<file path="src/rtl/rscb_pkg.sv">
/*
  Constants, state type and timing figures of the reset source combiner.
  Assumes one 50 MHz system clock; all timing below except the start-up tick count (oscillator periods) is counted on it.
*/
package rscb_pkg;
  localparam int CLK_NS = 20;
  localparam int T_POR_NS = 10000;
  localparam int T_POWERUP_TIMER_MS = 64;
  localparam int T_RST_NS = 1000;
  localparam int T_FAILSAFE_CLOCK_MONITOR_NS = 2000;
  localparam int POR_CYC = (T_POR_NS + CLK_NS - 1) / CLK_NS;
  localparam int POWERUP_TIMER_CYC = (T_POWERUP_TIMER_MS * 1000000 + CLK_NS - 1) / CLK_NS;
  localparam int RST_CYC = (T_RST_NS + CLK_NS - 1) / CLK_NS;
  localparam int FAILSAFE_CLOCK_MONITOR_CYC = (T_FAILSAFE_CLOCK_MONITOR_NS + CLK_NS - 1) / CLK_NS;
  localparam int OST_TICKS = 1024;
  localparam int OST_W = 10;
  // Register indices on the register port.
  localparam logic [1:0] REG_CAUSE = 2'h0;
  localparam logic [1:0] REG_STATE = 2'h1;
  // Reset cause register layout.
  localparam int B_TRAP = 15;
  localparam int B_ILLOP = 14;
  localparam int B_CMIS = 9;
  localparam int B_PROGMEM_SLEEP_POWER = 8;
  localparam int B_PIN = 7;
  localparam int B_SOFT = 6;
  localparam int B_WDTEN = 5;
  localparam int B_WATCHDOG_TIMEOUT_FLAG = 4;
  localparam int B_SLEEP = 3;
  localparam int B_IDLE = 2;
  localparam int B_BOR = 1;
  localparam int B_POR = 0;
  localparam logic [15:0] CAUSE_POR_VAL = 16'h0003;
  localparam logic [15:0] CAUSE_MASK = 16'hc3ff;
  localparam int CW2_OSC_LSB = 8;
  localparam int CURRENT_OSC_FIELD_LSB = 12;
  localparam int OSC_W = 3;
  typedef enum logic [1:0] {
    ST_POR = 2'h0,
    ST_HOLD = 2'h1,
    ST_DELAY = 2'h3,
    ST_RUN = 2'h2
  } rscb_state_e;
endpackage

</file>
<file path="src/rtl/rscb_timer.sv">
/*
  Down counter for reset and monitor delays.
  Assumes load is a pulse; busy is high until the loaded count has run out.
*/
`timescale 1ns/1ns
module rscb_timer #(
  parameter int W = 32
) (
  input wire logic clk, // System clock.
  input wire logic resetn, // Asynchronous reset, active low.
  input wire logic load, // Start a new delay.
  input wire logic [W-1:0] value, // Delay length in cycles.
  output logic busy // Delay still running.
);
  typedef struct packed {
    logic [W-1:0] cnt;
  } rscb_tmr_s;
  rscb_tmr_s r;
  rscb_tmr_s next_r;

  // A reload restarts the delay even if one is running.
  always_comb begin
    next_r = r;
    if (load) begin
      next_r.cnt = value;
    end else if (r.cnt != '0) begin
      next_r.cnt = r.cnt - 1'b1;
    end
  end

  always_ff @(posedge clk or negedge resetn) begin
    if (!resetn) begin
      r <= '0;
    end else begin
      r <= next_r;
    end
  end

  assign busy = (r.cnt != '0);
endmodule

</file>
<file path="src/rtl/rscb_ost.sv">
/*
  Oscillator start-up timer with PLL lock gate.
  Assumes osc_tick is a one-cycle pulse per oscillator period.
*/
`timescale 1ns/1ns
module rscb_ost (
  input wire logic clk, // System clock.
  input wire logic resetn, // Asynchronous reset, active low.
  input wire logic restart, // Begin a new start-up wait.
  input wire logic osc_tick, // One pulse per oscillator period.
  input wire logic pll_used, // PLL in the clock path.
  input wire logic pll_lock, // PLL reports lock.
  output logic clk_valid // Clock may be passed to the system.
);
  typedef struct packed {
    logic [rscb_pkg::OST_W-1:0] cnt;
    logic done;
  } rscb_ost_s;
  rscb_ost_s r;
  rscb_ost_s next_r;

  // Ten-bit count of oscillator periods; done after the last one.
  always_comb begin
    next_r = r;
    if (restart) begin
      next_r = '0;
    end else if (osc_tick && !r.done) begin
      next_r.cnt = r.cnt + 1'b1;
      if (r.cnt == rscb_pkg::OST_W'(rscb_pkg::OST_TICKS - 1)) begin
        next_r.done = 1'b1;
      end
    end
  end

  always_ff @(posedge clk or negedge resetn) begin
    if (!resetn) begin
      r <= '0;
    end else begin
      r <= next_r;
    end
  end

  // A PLL clock is held back until lock is reported.
  assign clk_valid = r.done && (!pll_used || pll_lock);
endmodule

</file>
<file path="src/rtl/rscb_top.sv">
/*
  Reset source combiner: merges reset sources into the master system reset,
  keeps the reset cause register and chooses the clock after reset.
  Assumes RESETN is the power-on reset and all inputs are synchronous to CLK.
*/
// Our own choices: the plain strobed port and the placing of the registers.
`timescale 1ns/1ns
module rscb_top #(
  parameter int POWERUP_TIMER_CYCLES = rscb_pkg::POWERUP_TIMER_CYC
) (
  input wire logic CLK, // System clock, 50 MHz.
  input wire logic RESETN, // Power-on reset, active low.
  input wire logic [1:0] ADDR, // Register index.
  input wire logic [15:0] WDATA, // Write data.
  input wire logic WR, // Write strobe.
  input wire logic RD, // Read strobe.
  output logic [15:0] RDATA, // Read data, cycle after RD.
  input wire logic BROWNOUT, // Brown-out detector active.
  input wire logic MASTER_CLEAR_PIN, // External reset pin active.
  input wire logic SOFT_RESET_INSTR, // Reset instruction pulse.
  input wire logic WATCHDOG_TIMEOUT, // Watchdog time-out pulse.
  input wire logic CONFIG_MISMATCH, // Configuration mismatch pulse.
  input wire logic TRAP_CONFLICT, // Trap conflict pulse.
  input wire logic ILLEGAL_OP, // Illegal opcode or address mode pulse.
  input wire logic UNINIT_WREG_RESET, // Uninitialized register pointer pulse.
  input wire logic POWER_SAVE_SLEEP, // Power-save instruction, sleep.
  input wire logic POWER_SAVE_IDLE, // Power-save instruction, idle.
  input wire logic WATCHDOG_CLEAR_INSTR, // Watchdog clear pulse.
  input wire logic WATCHDOG_FUSE_ENABLE, // Watchdog fuse, one forces on.
  input wire logic IN_SLEEP, // Device currently asleep.
  input wire logic CLK_SWITCH_EN, // Clock switching enabled.
  input wire logic [15:0] CONFIG_WORD_TWO, // Configuration word two.
  input wire logic [15:0] OSC_CONTROL_REG, // Oscillator control register.
  input wire logic OSC_TICK, // One pulse per oscillator period.
  input wire logic PLL_USED, // PLL in the clock path.
  input wire logic PLL_LOCK, // PLL locked.
  input wire logic FAILSAFE_EN, // Fail-safe monitor enabled.
  output logic MASTER_SYSTEM_RESET, // Master reset, active high.
  output logic CPU_RUN, // Core may execute code.
  output logic [2:0] SYS_CLK_SELECT, // Clock source after reset.
  output logic WATCHDOG_RUN, // Watchdog running.
  output logic PMEM_BIAS_OFF, // Program memory bias off.
  output logic VREG_STANDBY, // Regulator in standby.
  output logic FAILSAFE_ACTIVE // Fail-safe monitor watching clock.
);
  typedef struct packed {
    logic [15:0] cause;
    rscb_pkg::rscb_state_e st;
    logic kind_por;
    logic kind_bor;
    logic [2:0] osc_sel;
    logic [15:0] rdata;
    logic failsafe_clock_monitor_armed;
  } rscb_top_s;
  rscb_top_s r;
  rscb_top_s next_r;

  logic src_any;
  logic cold_src;
  logic dly_load;
  logic [31:0] dly_value;
  logic dly_busy;
  logic clk_valid;
  logic failsafe_clock_monitor_busy;
  logic failsafe_clock_monitor_load;
  logic [15:0] hw_set;
  logic [15:0] hw_clr;

  // Any level or pulse source counts as an active reset request.
  assign src_any = BROWNOUT | MASTER_CLEAR_PIN | SOFT_RESET_INSTR
    | WATCHDOG_TIMEOUT | CONFIG_MISMATCH | TRAP_CONFLICT
    | ILLEGAL_OP | UNINIT_WREG_RESET;
  assign cold_src = BROWNOUT;

  // Hardware events that set or clear cause flags this cycle.
  always_comb begin
    hw_set = '0;
    hw_clr = '0;
    hw_set[rscb_pkg::B_TRAP] = TRAP_CONFLICT;
    hw_set[rscb_pkg::B_ILLOP] = ILLEGAL_OP | UNINIT_WREG_RESET;
    hw_set[rscb_pkg::B_CMIS] = CONFIG_MISMATCH;
    hw_set[rscb_pkg::B_PIN] = MASTER_CLEAR_PIN;
    hw_set[rscb_pkg::B_SOFT] = SOFT_RESET_INSTR;
    hw_set[rscb_pkg::B_WATCHDOG_TIMEOUT_FLAG] = WATCHDOG_TIMEOUT;
    hw_set[rscb_pkg::B_SLEEP] = POWER_SAVE_SLEEP;
    hw_set[rscb_pkg::B_IDLE] = POWER_SAVE_IDLE;
    hw_set[rscb_pkg::B_BOR] = BROWNOUT;
    hw_clr[rscb_pkg::B_WATCHDOG_TIMEOUT_FLAG] = POWER_SAVE_SLEEP | POWER_SAVE_IDLE
      | WATCHDOG_CLEAR_INSTR;
  end

  // Delay length depends on what kind of reset is ending.
  always_comb begin
    if (r.kind_por) begin
      dly_value = 32'(rscb_pkg::POR_CYC + POWERUP_TIMER_CYCLES + rscb_pkg::RST_CYC);
    end else if (r.kind_bor) begin
      dly_value = 32'(POWERUP_TIMER_CYCLES + rscb_pkg::RST_CYC);
    end else begin
      dly_value = 32'(rscb_pkg::RST_CYC);
    end
  end

  // Sequencer and register update. Hardware sets are applied after the
  // software write so a coinciding event is never lost.
  always_comb begin
    next_r = r;
    dly_load = 1'b0;
    next_r.rdata = '0;
    if (WR && ADDR == rscb_pkg::REG_CAUSE) begin
      next_r.cause = WDATA;
    end
    next_r.cause = (next_r.cause & ~hw_clr) | hw_set;
    next_r.cause = next_r.cause & rscb_pkg::CAUSE_MASK;
    if (cold_src) begin
      next_r.kind_bor = 1'b1;
    end
    case (r.st)
      rscb_pkg::ST_POR: begin
        next_r.st = src_any ? rscb_pkg::ST_HOLD : rscb_pkg::ST_DELAY;
        dly_load = !src_any;
      end
      rscb_pkg::ST_HOLD: begin
        if (!src_any) begin
          next_r.st = rscb_pkg::ST_DELAY;
          dly_load = 1'b1;
        end
      end
      rscb_pkg::ST_DELAY: begin
        if (src_any) begin
          next_r.st = rscb_pkg::ST_HOLD;
        end else if (!dly_busy) begin
          next_r.st = rscb_pkg::ST_RUN;
          next_r.kind_por = 1'b0;
          next_r.kind_bor = 1'b0;
        end
      end
      rscb_pkg::ST_RUN: begin
        if (src_any) begin
          next_r.st = rscb_pkg::ST_HOLD;
        end
      end
      default: begin
        next_r.st = rscb_pkg::ST_HOLD;
      end
    endcase
    // Clock choice is taken when the reset delay starts.
    if (dly_load) begin
      if (!CLK_SWITCH_EN || r.kind_por || r.kind_bor || cold_src) begin
        next_r.osc_sel = CONFIG_WORD_TWO[rscb_pkg::CW2_OSC_LSB +: rscb_pkg::OSC_W];
      end else begin
        next_r.osc_sel = OSC_CONTROL_REG[rscb_pkg::CURRENT_OSC_FIELD_LSB +: rscb_pkg::OSC_W];
      end
    end
    // Monitor arms once its own delay has run after release.
    if (r.st != rscb_pkg::ST_RUN || src_any) begin
      next_r.failsafe_clock_monitor_armed = 1'b0;
    end else if (!failsafe_clock_monitor_busy && !failsafe_clock_monitor_load) begin
      next_r.failsafe_clock_monitor_armed = FAILSAFE_EN;
    end
    if (RD) begin
      if (ADDR == rscb_pkg::REG_CAUSE) begin
        next_r.rdata = r.cause;
      end else if (ADDR == rscb_pkg::REG_STATE) begin
        next_r.rdata = {9'h000, r.failsafe_clock_monitor_armed, clk_valid, r.osc_sel, r.st};
      end
    end
  end

  // Power-on reset loads the cause register with its power-on value.
  always_ff @(posedge CLK or negedge RESETN) begin
    if (!RESETN) begin
      r.cause <= rscb_pkg::CAUSE_POR_VAL;
      r.st <= rscb_pkg::ST_POR;
      r.kind_por <= 1'b1;
      r.kind_bor <= 1'b0;
      r.osc_sel <= 3'h0;
      r.rdata <= 16'h0000;
      r.failsafe_clock_monitor_armed <= 1'b0;
    end else begin
      r <= next_r;
    end
  end

  // The monitor delay starts in the cycle the master reset releases. It is decoded from the
  // present state rather than from next_r, so the sequencer process never reads its own output.
  assign failsafe_clock_monitor_load = (r.st == rscb_pkg::ST_DELAY) && !src_any && !dly_busy;

  rscb_timer #(.W(32)) u_dly (
    .clk(CLK),
    .resetn(RESETN),
    .load(dly_load),
    .value(dly_value),
    .busy(dly_busy)
  );

  rscb_timer #(.W(16)) u_failsafe_clock_monitor (
    .clk(CLK),
    .resetn(RESETN),
    .load(failsafe_clock_monitor_load),
    .value(16'(rscb_pkg::FAILSAFE_CLOCK_MONITOR_CYC)),
    .busy(failsafe_clock_monitor_busy)
  );

  // Start-up wait restarts on cold resets and overlaps the reset delay.
  rscb_ost u_ost (
    .clk(CLK),
    .resetn(RESETN),
    .restart(cold_src),
    .osc_tick(OSC_TICK),
    .pll_used(PLL_USED),
    .pll_lock(PLL_LOCK),
    .clk_valid(clk_valid)
  );

  assign MASTER_SYSTEM_RESET = (r.st != rscb_pkg::ST_RUN) || src_any;
  assign CPU_RUN = !MASTER_SYSTEM_RESET && clk_valid;
  assign SYS_CLK_SELECT = r.osc_sel;
  assign WATCHDOG_RUN = WATCHDOG_FUSE_ENABLE | r.cause[rscb_pkg::B_WDTEN];
  // Bias stays up in sleep only while the power bit is one.
  assign PMEM_BIAS_OFF = IN_SLEEP && !r.cause[rscb_pkg::B_PROGMEM_SLEEP_POWER];
  assign VREG_STANDBY = IN_SLEEP && !r.cause[rscb_pkg::B_PROGMEM_SLEEP_POWER];
  assign FAILSAFE_ACTIVE = r.failsafe_clock_monitor_armed;
  assign RDATA = r.rdata;

  // Checks on the sequencer and the cause register.
  property p_src_hold;
    @(posedge CLK) disable iff (!RESETN) src_any |-> MASTER_SYSTEM_RESET ##1 MASTER_SYSTEM_RESET;
  endproperty
  a_src_hold: assert property (p_src_hold) else $error("source active without reset");

  property p_pin_flag;
    @(posedge CLK) disable iff (!RESETN) MASTER_CLEAR_PIN |=> r.cause[7];
  endproperty
  a_pin_flag: assert property (p_pin_flag) else $error("pin flag not set");

  property p_trap_flag;
    @(posedge CLK) disable iff (!RESETN) TRAP_CONFLICT |=> r.cause[15] && MASTER_SYSTEM_RESET;
  endproperty
  a_trap_flag: assert property (p_trap_flag) else $error("trap flag not set");

  property p_unimpl;
    @(posedge CLK) disable iff (!RESETN) RD |=> r.rdata[13:10] == 4'h0;
  endproperty
  a_unimpl: assert property (p_unimpl) else $error("unimplemented bits nonzero");

  property p_wdt_clr;
    @(posedge CLK) disable iff (!RESETN)
      WATCHDOG_CLEAR_INSTR && !WATCHDOG_TIMEOUT |=> !r.cause[4];
  endproperty
  a_wdt_clr: assert property (p_wdt_clr) else $error("timeout flag not cleared");

  property p_sw_write;
    @(posedge CLK) disable iff (!RESETN)
      WR && ADDR == 2'h0 && hw_set == 16'h0000 && hw_clr == 16'h0000
      |=> r.cause == ($past(WDATA) & 16'hc3ff);
  endproperty
  a_sw_write: assert property (p_sw_write) else $error("software write lost");

  property p_release;
    @(posedge CLK) disable iff (!RESETN)
      r.st == rscb_pkg::ST_DELAY && dly_busy |=> r.st != rscb_pkg::ST_RUN;
  endproperty
  a_release: assert property (p_release) else $error("released during delay");

  property p_cpu;
    @(posedge CLK) disable iff (!RESETN)
      CPU_RUN |-> u_ost.r.done && (!PLL_USED || PLL_LOCK) && r.st == rscb_pkg::ST_RUN && !src_any;
  endproperty
  a_cpu: assert property (p_cpu) else $error("core ran without clock");

  property p_failsafe_clock_monitor;
    @(posedge CLK) disable iff (!RESETN)
      $fell(MASTER_SYSTEM_RESET) |-> !FAILSAFE_ACTIVE [*8];
  endproperty
  a_failsafe_clock_monitor: assert property (p_failsafe_clock_monitor) else $error("monitor started early");

  property p_clk_fuse;
    @(posedge CLK) disable iff (!RESETN)
      dly_load && !CLK_SWITCH_EN |=> SYS_CLK_SELECT == $past(CONFIG_WORD_TWO[10:8]);
  endproperty
  a_clk_fuse: assert property (p_clk_fuse) else $error("wrong clock after reset");

  property p_set_wins;
    @(posedge CLK) disable iff (!RESETN)
      hw_set != 16'h0000 |=> (r.cause & $past(hw_set)) == $past(hw_set);
  endproperty
  a_set_wins: assert property (p_set_wins) else $error("clear beat hardware set");

  c_pin_reset: cover property (@(posedge CLK) MASTER_CLEAR_PIN ##1 !MASTER_CLEAR_PIN);
  c_release: cover property (@(posedge CLK) $fell(MASTER_SYSTEM_RESET));
  c_cpu_run: cover property (@(posedge CLK) $rose(CPU_RUN));
  c_failsafe_clock_monitor_on: cover property (@(posedge CLK) $rose(FAILSAFE_ACTIVE));
endmodule

</file>
<file path="config.mk">
export PLATFORM = sky130hd
export DESIGN_NAME = rscb_top
export DESIGN_NICKNAME = d
export VERILOG_FILES = /design/src/rtl/rscb_pkg.sv /design/src/rtl/rscb_timer.sv /design/src/rtl/rscb_ost.sv /design/src/rtl/rscb_top.sv
export SDC_FILE = /design/constraint.sdc
export NUM_CORES = 1
export LEC_CHECK = 0
export ABC_AREA = 0
export BUFFER_PORTS_ARGS = -buffer_cell sky130_fd_sc_hd__buf_2
export CORE_ASPECT_RATIO = 0.5
export CORE_MARGIN = 4
export CORE_UTILIZATION = 55
export CTS_BUF_LIST = sky130_fd_sc_hd__clkbuf_8 sky130_fd_sc_hd__clkbuf_16
export DETAILED_ROUTE_END_ITERATION = 10
export PLACE_DENSITY = 0.8
export SYNTH_ARGS = -nofsm -noshare
export SYNTH_HDL_FRONTEND = slang
export SYNTH_SLANG_ARGS = --single-unit
</file>
<file path="constraint.sdc">
create_clock -name CLK -period 3 [get_ports CLK]
set_input_delay 0.6 -clock CLK [delete_from_list [all_inputs] [get_ports CLK]]
set_output_delay 0.6 -clock CLK [all_outputs]
set_load 0.01 [all_outputs]
</file>
Word-level counts from Yosys, hierarchy flattened
Index checks and enable logic that the tools add are counted.
- multiplexer cells: 27
- divide/modulo/power cells: 0
- equal/unequal tests: 9
- bitwise logic cells: 16
- shift-type cells: 0
- multipliers: 0
- $lt $le $gt $ge: 0
- reduce and logical (&&, ||, !) cells: 34
- $add $sub $neg: 3
- operators with widths (operator ; count):
    16-bit 2-to-1 mux ; 5
    32-bit 2-to-1 mux ; 2
    22-bit 2-to-1 mux ; 2
    32-bit nonzero test ; 1
    32-bit by 1-bit subtractor with 32-bit output, second input constant ; 1
    11-bit 2-to-1 mux ; 2
    16-bit bitwise AND ; 1
    5-bit NOT with 16-bit output ; 1
    16-bit OR ; 1
    16-bit nonzero test ; 1
    16-bit by 1-bit subtractor with 16-bit output, second input constant ; 1
    1-bit OR ; 11
    10-bit by 1-bit adder with 10-bit output, second input constant ; 1
    10-bit == test, second input constant ; 1
    2-bit nonzero test ; 5
    1-bit logical NOT ; 9
    1-bit logical AND ; 8
    2-bit 2-to-1 mux ; 4
    2-bit case mux with 4 select lines ; 1
    1-bit 2-to-1 mux ; 7
    7-bit 2-to-1 mux ; 1
    2-bit != test, second input constant ; 3
    3-bit AND reduction ; 2
    1-bit logical OR ; 5
    other kinds (9) ; 13
- flip-flop bits (word level): 95
- bits in writable memories: 0
- memory bits (read-only): 0
- bits in latches: 0
- input port bits: 72
- word-level logic and storage cells: 100
- memories kept: 0
- output and inout port bits: 25

Depth between registers and ports, before layout
- depth in word-level cells: 14
- depth in mapped cells: 8
- depth with buffers taken out: 7

By module
A second synthesis with hierarchy kept.
- cells, all modules: 499
- area total of the unflattened synthesis: 5057.4 sq um
- modules (own cells, without submodules) (module ; instances ; area each (sq um) ; sequential area each (sq um) ; cells an instance):
    rscb_timer (u_dly) ; 1 ; 1910.6 ; 800.8 ; 208
    rscb_top ; 1 ; 1561.5 ; 804.5 ; 129
    rscb_timer (u_failsafe_clock_monitor) ; 1 ; 1007.2 ; 400.4 ; 105
    rscb_ost ; 1 ; 578.1 ; 275.3 ; 57

Worst setup path after synthesis
No wires, ideal clock.
- kind: in2reg
- start point: input ADDR[0]
- end point: register r[29] (netlist name)
- data required time: 2.875 ns
- setup slack: 0.567 ns
- path buffers: 2
- library setup time: 0.125 ns
- stages on the path: 4
- arrival: 2.308 ns
- path through: clkbuf_1 -> nor3b_1 -> clkbuf_1 -> mux2_2
- longest elaborated chain between the ends: 5
- ends and longest elaborated chain (item ; line ; RTL):
    from (decl) ; rscb_top.sv:13 ; input wire logic [1:0] ADDR,
    2-bit logical NOT ; rscb_top.sv:109 ; if (WR && ADDR == rscb_pkg::REG_CAUSE) begin
    1-bit logical AND ; rscb_top.sv:109 ;
    16-bit 2-to-1 mux ; rscb_top.sv:109 ;
    16-bit bitwise AND ; rscb_top.sv:112 ; next_r.cause = (next_r.cause & ~hw_clr) | hw_set;
    16-bit OR ; rscb_top.sv:112 ;
    to (signal assigned) ; rscb_top.sv:180 ; r <= next_r;
    to (decl) ; rscb_top.sv:55 ; rscb_top_s r;
Every way passes these cells.
A chain may end at the register's enable or synchronous reset.

Worst setup path in the final report
- start point: input MASTER_CLEAR_PIN
- end point: output CPU_RUN
- longest elaborated chain between the ends: 10
- ends and longest elaborated chain (item ; line ; RTL):
    from (decl) ; rscb_top.sv:19 ; input wire logic MASTER_CLEAR_PIN,
    1-bit OR (2 in series) ; rscb_top.sv:70 ; assign src_any = BROWNOUT | MASTER_CLEAR_PIN | SOFT_RESET_INSTR
    1-bit OR (3 in series) ; rscb_top.sv:71 ; | WATCHDOG_TIMEOUT | CONFIG_MISMATCH | TRAP_CONFLICT
    1-bit OR (2 in series) ; rscb_top.sv:72 ; | ILLEGAL_OP | UNINIT_WREG_RESET;
    1-bit logical OR ; rscb_top.sv:215 ; assign MASTER_SYSTEM_RESET = (r.st != rscb_pkg::ST_RUN) || src_any;
    1-bit logical NOT ; rscb_top.sv:216 ; assign CPU_RUN = !MASTER_SYSTEM_RESET && clk_valid;
    1-bit logical AND ; rscb_top.sv:216 ;
    to (decl) ; rscb_top.sv:39 ; output logic CPU_RUN,
Every way passes these cells.

==> impl_metrics.env <==
export IMPL_status="finished clean"
export IMPL_cts_buffers=9
export IMPL_ant_nets=0
export IMPL_io_pins=97
export IMPL_finalClockSkew_ps=5.04
export IMPL_drt_iter0_drc=208
export IMPL_rsz0062_at_grt="no"
export IMPL_total_power_mw=2.95
export IMPL_slew_violations=0
export IMPL_routed_via_density=5.74
export IMPL_p_leak_nw=2.15
export IMPL_cts_resized=0
export IMPL_max_cap_violations=0
export IMPL_synth_cells=459
export IMPL_avgRoutedWirePerCell_um=15.8
export IMPL_tightest_slew_ps=785
export IMPL_ys_seq_elements=91
export IMPL_min_period_over_period_pct=85.9
export IMPL_cp_start_kind="input port"
export IMPL_coreArea_um2=8060
export IMPL_cp_data_required_time_ps=2400
export IMPL_yosysWarnings=0
export IMPL_hold_viol_final=0
export IMPL_p_int_mw=2.19
export IMPL_timing_worst_setup_path_type="input port to primary output"
export IMPL_fmax_ghz=0.388
export IMPL_wl_um=9880
export IMPL_grt_max_degree=49
export IMPL_cts_max_level=3
export IMPL_dp_hpwl_um=7110
export IMPL_clk_latency_ps=340
export IMPL_synthArstFlopShare_pct=100
export IMPL_cp_slowest_cell="or4_1"
export IMPL_synth_area_um2=4590
export IMPL_endpoint_kind="primary output"
export IMPL_critPathMaxStageDelay_ps=600
export IMPL_grt_total_usage_pct=21.3
export IMPL_tns_ps=0
export IMPL_drive_above_1_share_pct=21.0
export IMPL_hold_buffers=0
export IMPL_synth_edf_count=0
export IMPL_grt_pass1_vias=3435
export IMPL_finalCriticalPeriod_ps=2580
export IMPL_clock_path_buffers=2
export IMPL_clockPowerShare_pct=36.9
export IMPL_slew_headroom_pct=47.3
export IMPL_p_seq_share_pct=50.3
export IMPL_critPathMaxFanout=4
export IMPL_final_setup_viol_count=0
export IMPL_ys_seq_area_share_pct=49.7
export IMPL_initial_core_util_pct=57.0
export IMPL_swShare_pct=25.9
export IMPL_cts_tree="done"
export IMPL_grt_antenna_before_repair=0
export IMPL_place_gp_congestion=0.866
export IMPL_antennaDiodeCount=0
export IMPL_globalRoute_totalOverflow=0
export IMPL_fp_dieH_um=72.6
export IMPL_clk_pin_slew_worst_paths_ps=60
export IMPL_cts_root_buf="clkbuf_16"
export IMPL_synth_avg_cell_area_um2=10.0
export IMPL_fp_row_count=23
export IMPL_ir_drop_mv=0.334
export IMPL_power_switching_mw=0.766
export IMPL_hold_class="input port to asynchronous set/reset pin"
export IMPL_io_buffers=62
export IMPL_clock_sinks=91
export IMPL_dr_pass1_iters=4
export IMPL_num_vias=3592
export IMPL_grt_pass1_wl_um=16400
export IMPL_p_comb_share_pct=12.8
export IMPL_syn2layout_area_growth_pct=13.7
export IMPL_utilization_pct=64.8
export IMPL_powerDensity_nw_per_um2=566
export IMPL_synth_cell_types=49
export IMPL_die_w_um=137
export IMPL_crit_arrival_ps=1980
export IMPL_synth_ff_type="dfrtp_1"
export IMPL_num_fill_cells=649
export IMPL_post_cts_setup_buffers=0
export IMPL_dieArea_um2=9960
export IMPL_layout_nets=587
export IMPL_cp_cell_sequence="buf_2 -> or4_1 -> nor2_1 -> nand3_1 -> nor2_1 -> buf_2"
export IMPL_drc=0
## critical path: cells and delay by family
kind	cells	cell delay, ps
AND/OR/NAND/NOR	4	1140
buffers and inverters	2	230
## registers in the layout, indices dropped and copies added (netlist names)
name / count
SYS_CLK_SELECT: 3
RDATA: 12
u_dly.r: 32
FAILSAFE_ACTIVE: 1
r: 16
u_failsafe_clock_monitor.r: 16
u_ost.r: 11
## logic make-up after synthesis
logic type      count (synthesis)  share of synthesized area [%]
compound gates                 77                           11.1
flops                          91                           49.7
fa+ha+maj                       4                           1.09
mux                            17                           3.79
other cells                     1                         0.0817
xor+xnor                       32                           6.11
buf+inv                        50                           6.08
simple gates                  187                           22.1
## layer usage
metal | global-route usage (%) | vias to the layer above | routed length [um]
met5 | 0 | - | 0
met4 | 6.97 | 0 | 171
met3 | 5.17 | 15 | 514
met2 | 36.4 | 91 | 4850
met1 | 27.0 | 1757 | 4340
li1 | - | 1729 | -
## path summary, 6_finish.rpt
check / from / to / cells after the start / slack (ps)
min in group CLK: WATCHDOG_CLEAR_INSTR / r[28]$_DFF_PN0_ / 2 / 430
max reg2reg: u_dly.r[4]$_DFFE_PN0P_ / u_dly.r[26]$_DFFE_PN0P_ / 6 / 430
max in group asynchronous: RESETN / u_dly.r[19]$_DFFE_PN0P_ / 2 / 1980
max: MASTER_CLEAR_PIN / CPU_RUN / 6 / 420
min: RESETN / u_failsafe_clock_monitor.r[4]$_DFFE_PN0P_ / 1 / 270
min reg2reg: r[31]$_DFF_PN0_ / RDATA[7]$_DFF_PN0_ / 1 / 480
## cell type report
type	instances	area, um2	area share [%]
inverters	12	45.0	0.863
flip-flops and latches	91	2280	43.7
well taps	112	140	2.69
multi-input cells	321	2050	39.3
clock inverters	4	43.8	0.839
clock buffers	10	239	4.58
repair buffers	76	418	8.01
## power groups by stage
stage,clock network [mW],registers (mW),logic [mW]
5_1_grt,1.15,1.51,0.434
2_1_floorplan,0,1.47,0.291
3_5_place_dp,0,1.50,0.382
4_1_cts,1.11,1.48,0.384
3_3_place_gp,0,1.50,0.366
6_report,1.09,1.49,0.377
## cell usage after synthesis (5+ instances only)
master / count / area [um2]
and2_1: 5 / 31.3
a211o_1: 8 / 70.1
a31oi_1: 6 / 37.5
clkbuf_1: 12 / 45.0
a21oi_1: 21 / 105
mux2i_1: 14 / 140
o31ai_1: 7 / 52.6
dfrtp_1: 88 / 2200
nand2_1: 24 / 90.1
inv_1: 12 / 45.0
nand3_1: 13 / 65.1
buf_4: 21 / 158
o21ai_0: 16 / 80.1
nor3_1: 12 / 60.1
xnor2_1: 14 / 123
nor4_1: 14 / 87.6
nor2b_1: 12 / 75.1
or4_1: 21 / 158
nor2_1: 56 / 210
xor2_1: 18 / 158
## cell usage in the layout, fill, tap and decap left out, types with 9 or more instances in the layout
cell type / instances
dfrtp_1: 88
buf_2: 61
nor2_1: 56
nand2_1: 24
a21oi_1: 21
or4_1: 21
xor2_1: 18
o21ai_0: 16
buf_4: 15
mux2i_1: 14
nor4_1: 14
xnor2_1: 14
inv_1: 13
nand3_1: 13
nor2b_1: 12
nor3_1: 11
clkbuf_16: 9
## metrics by stage
stage	hold WS (ps)	setup WS, ps	cells	area [um2]
floorplan	304	567	462	4600
detailed placement	462	395	612	4930
global route	315	252	626	5220
CTS	293	407	626	5220
finish	266	423	626	5220
global placement	455	442	612	4930
Power figures use the tool's default switching activity.
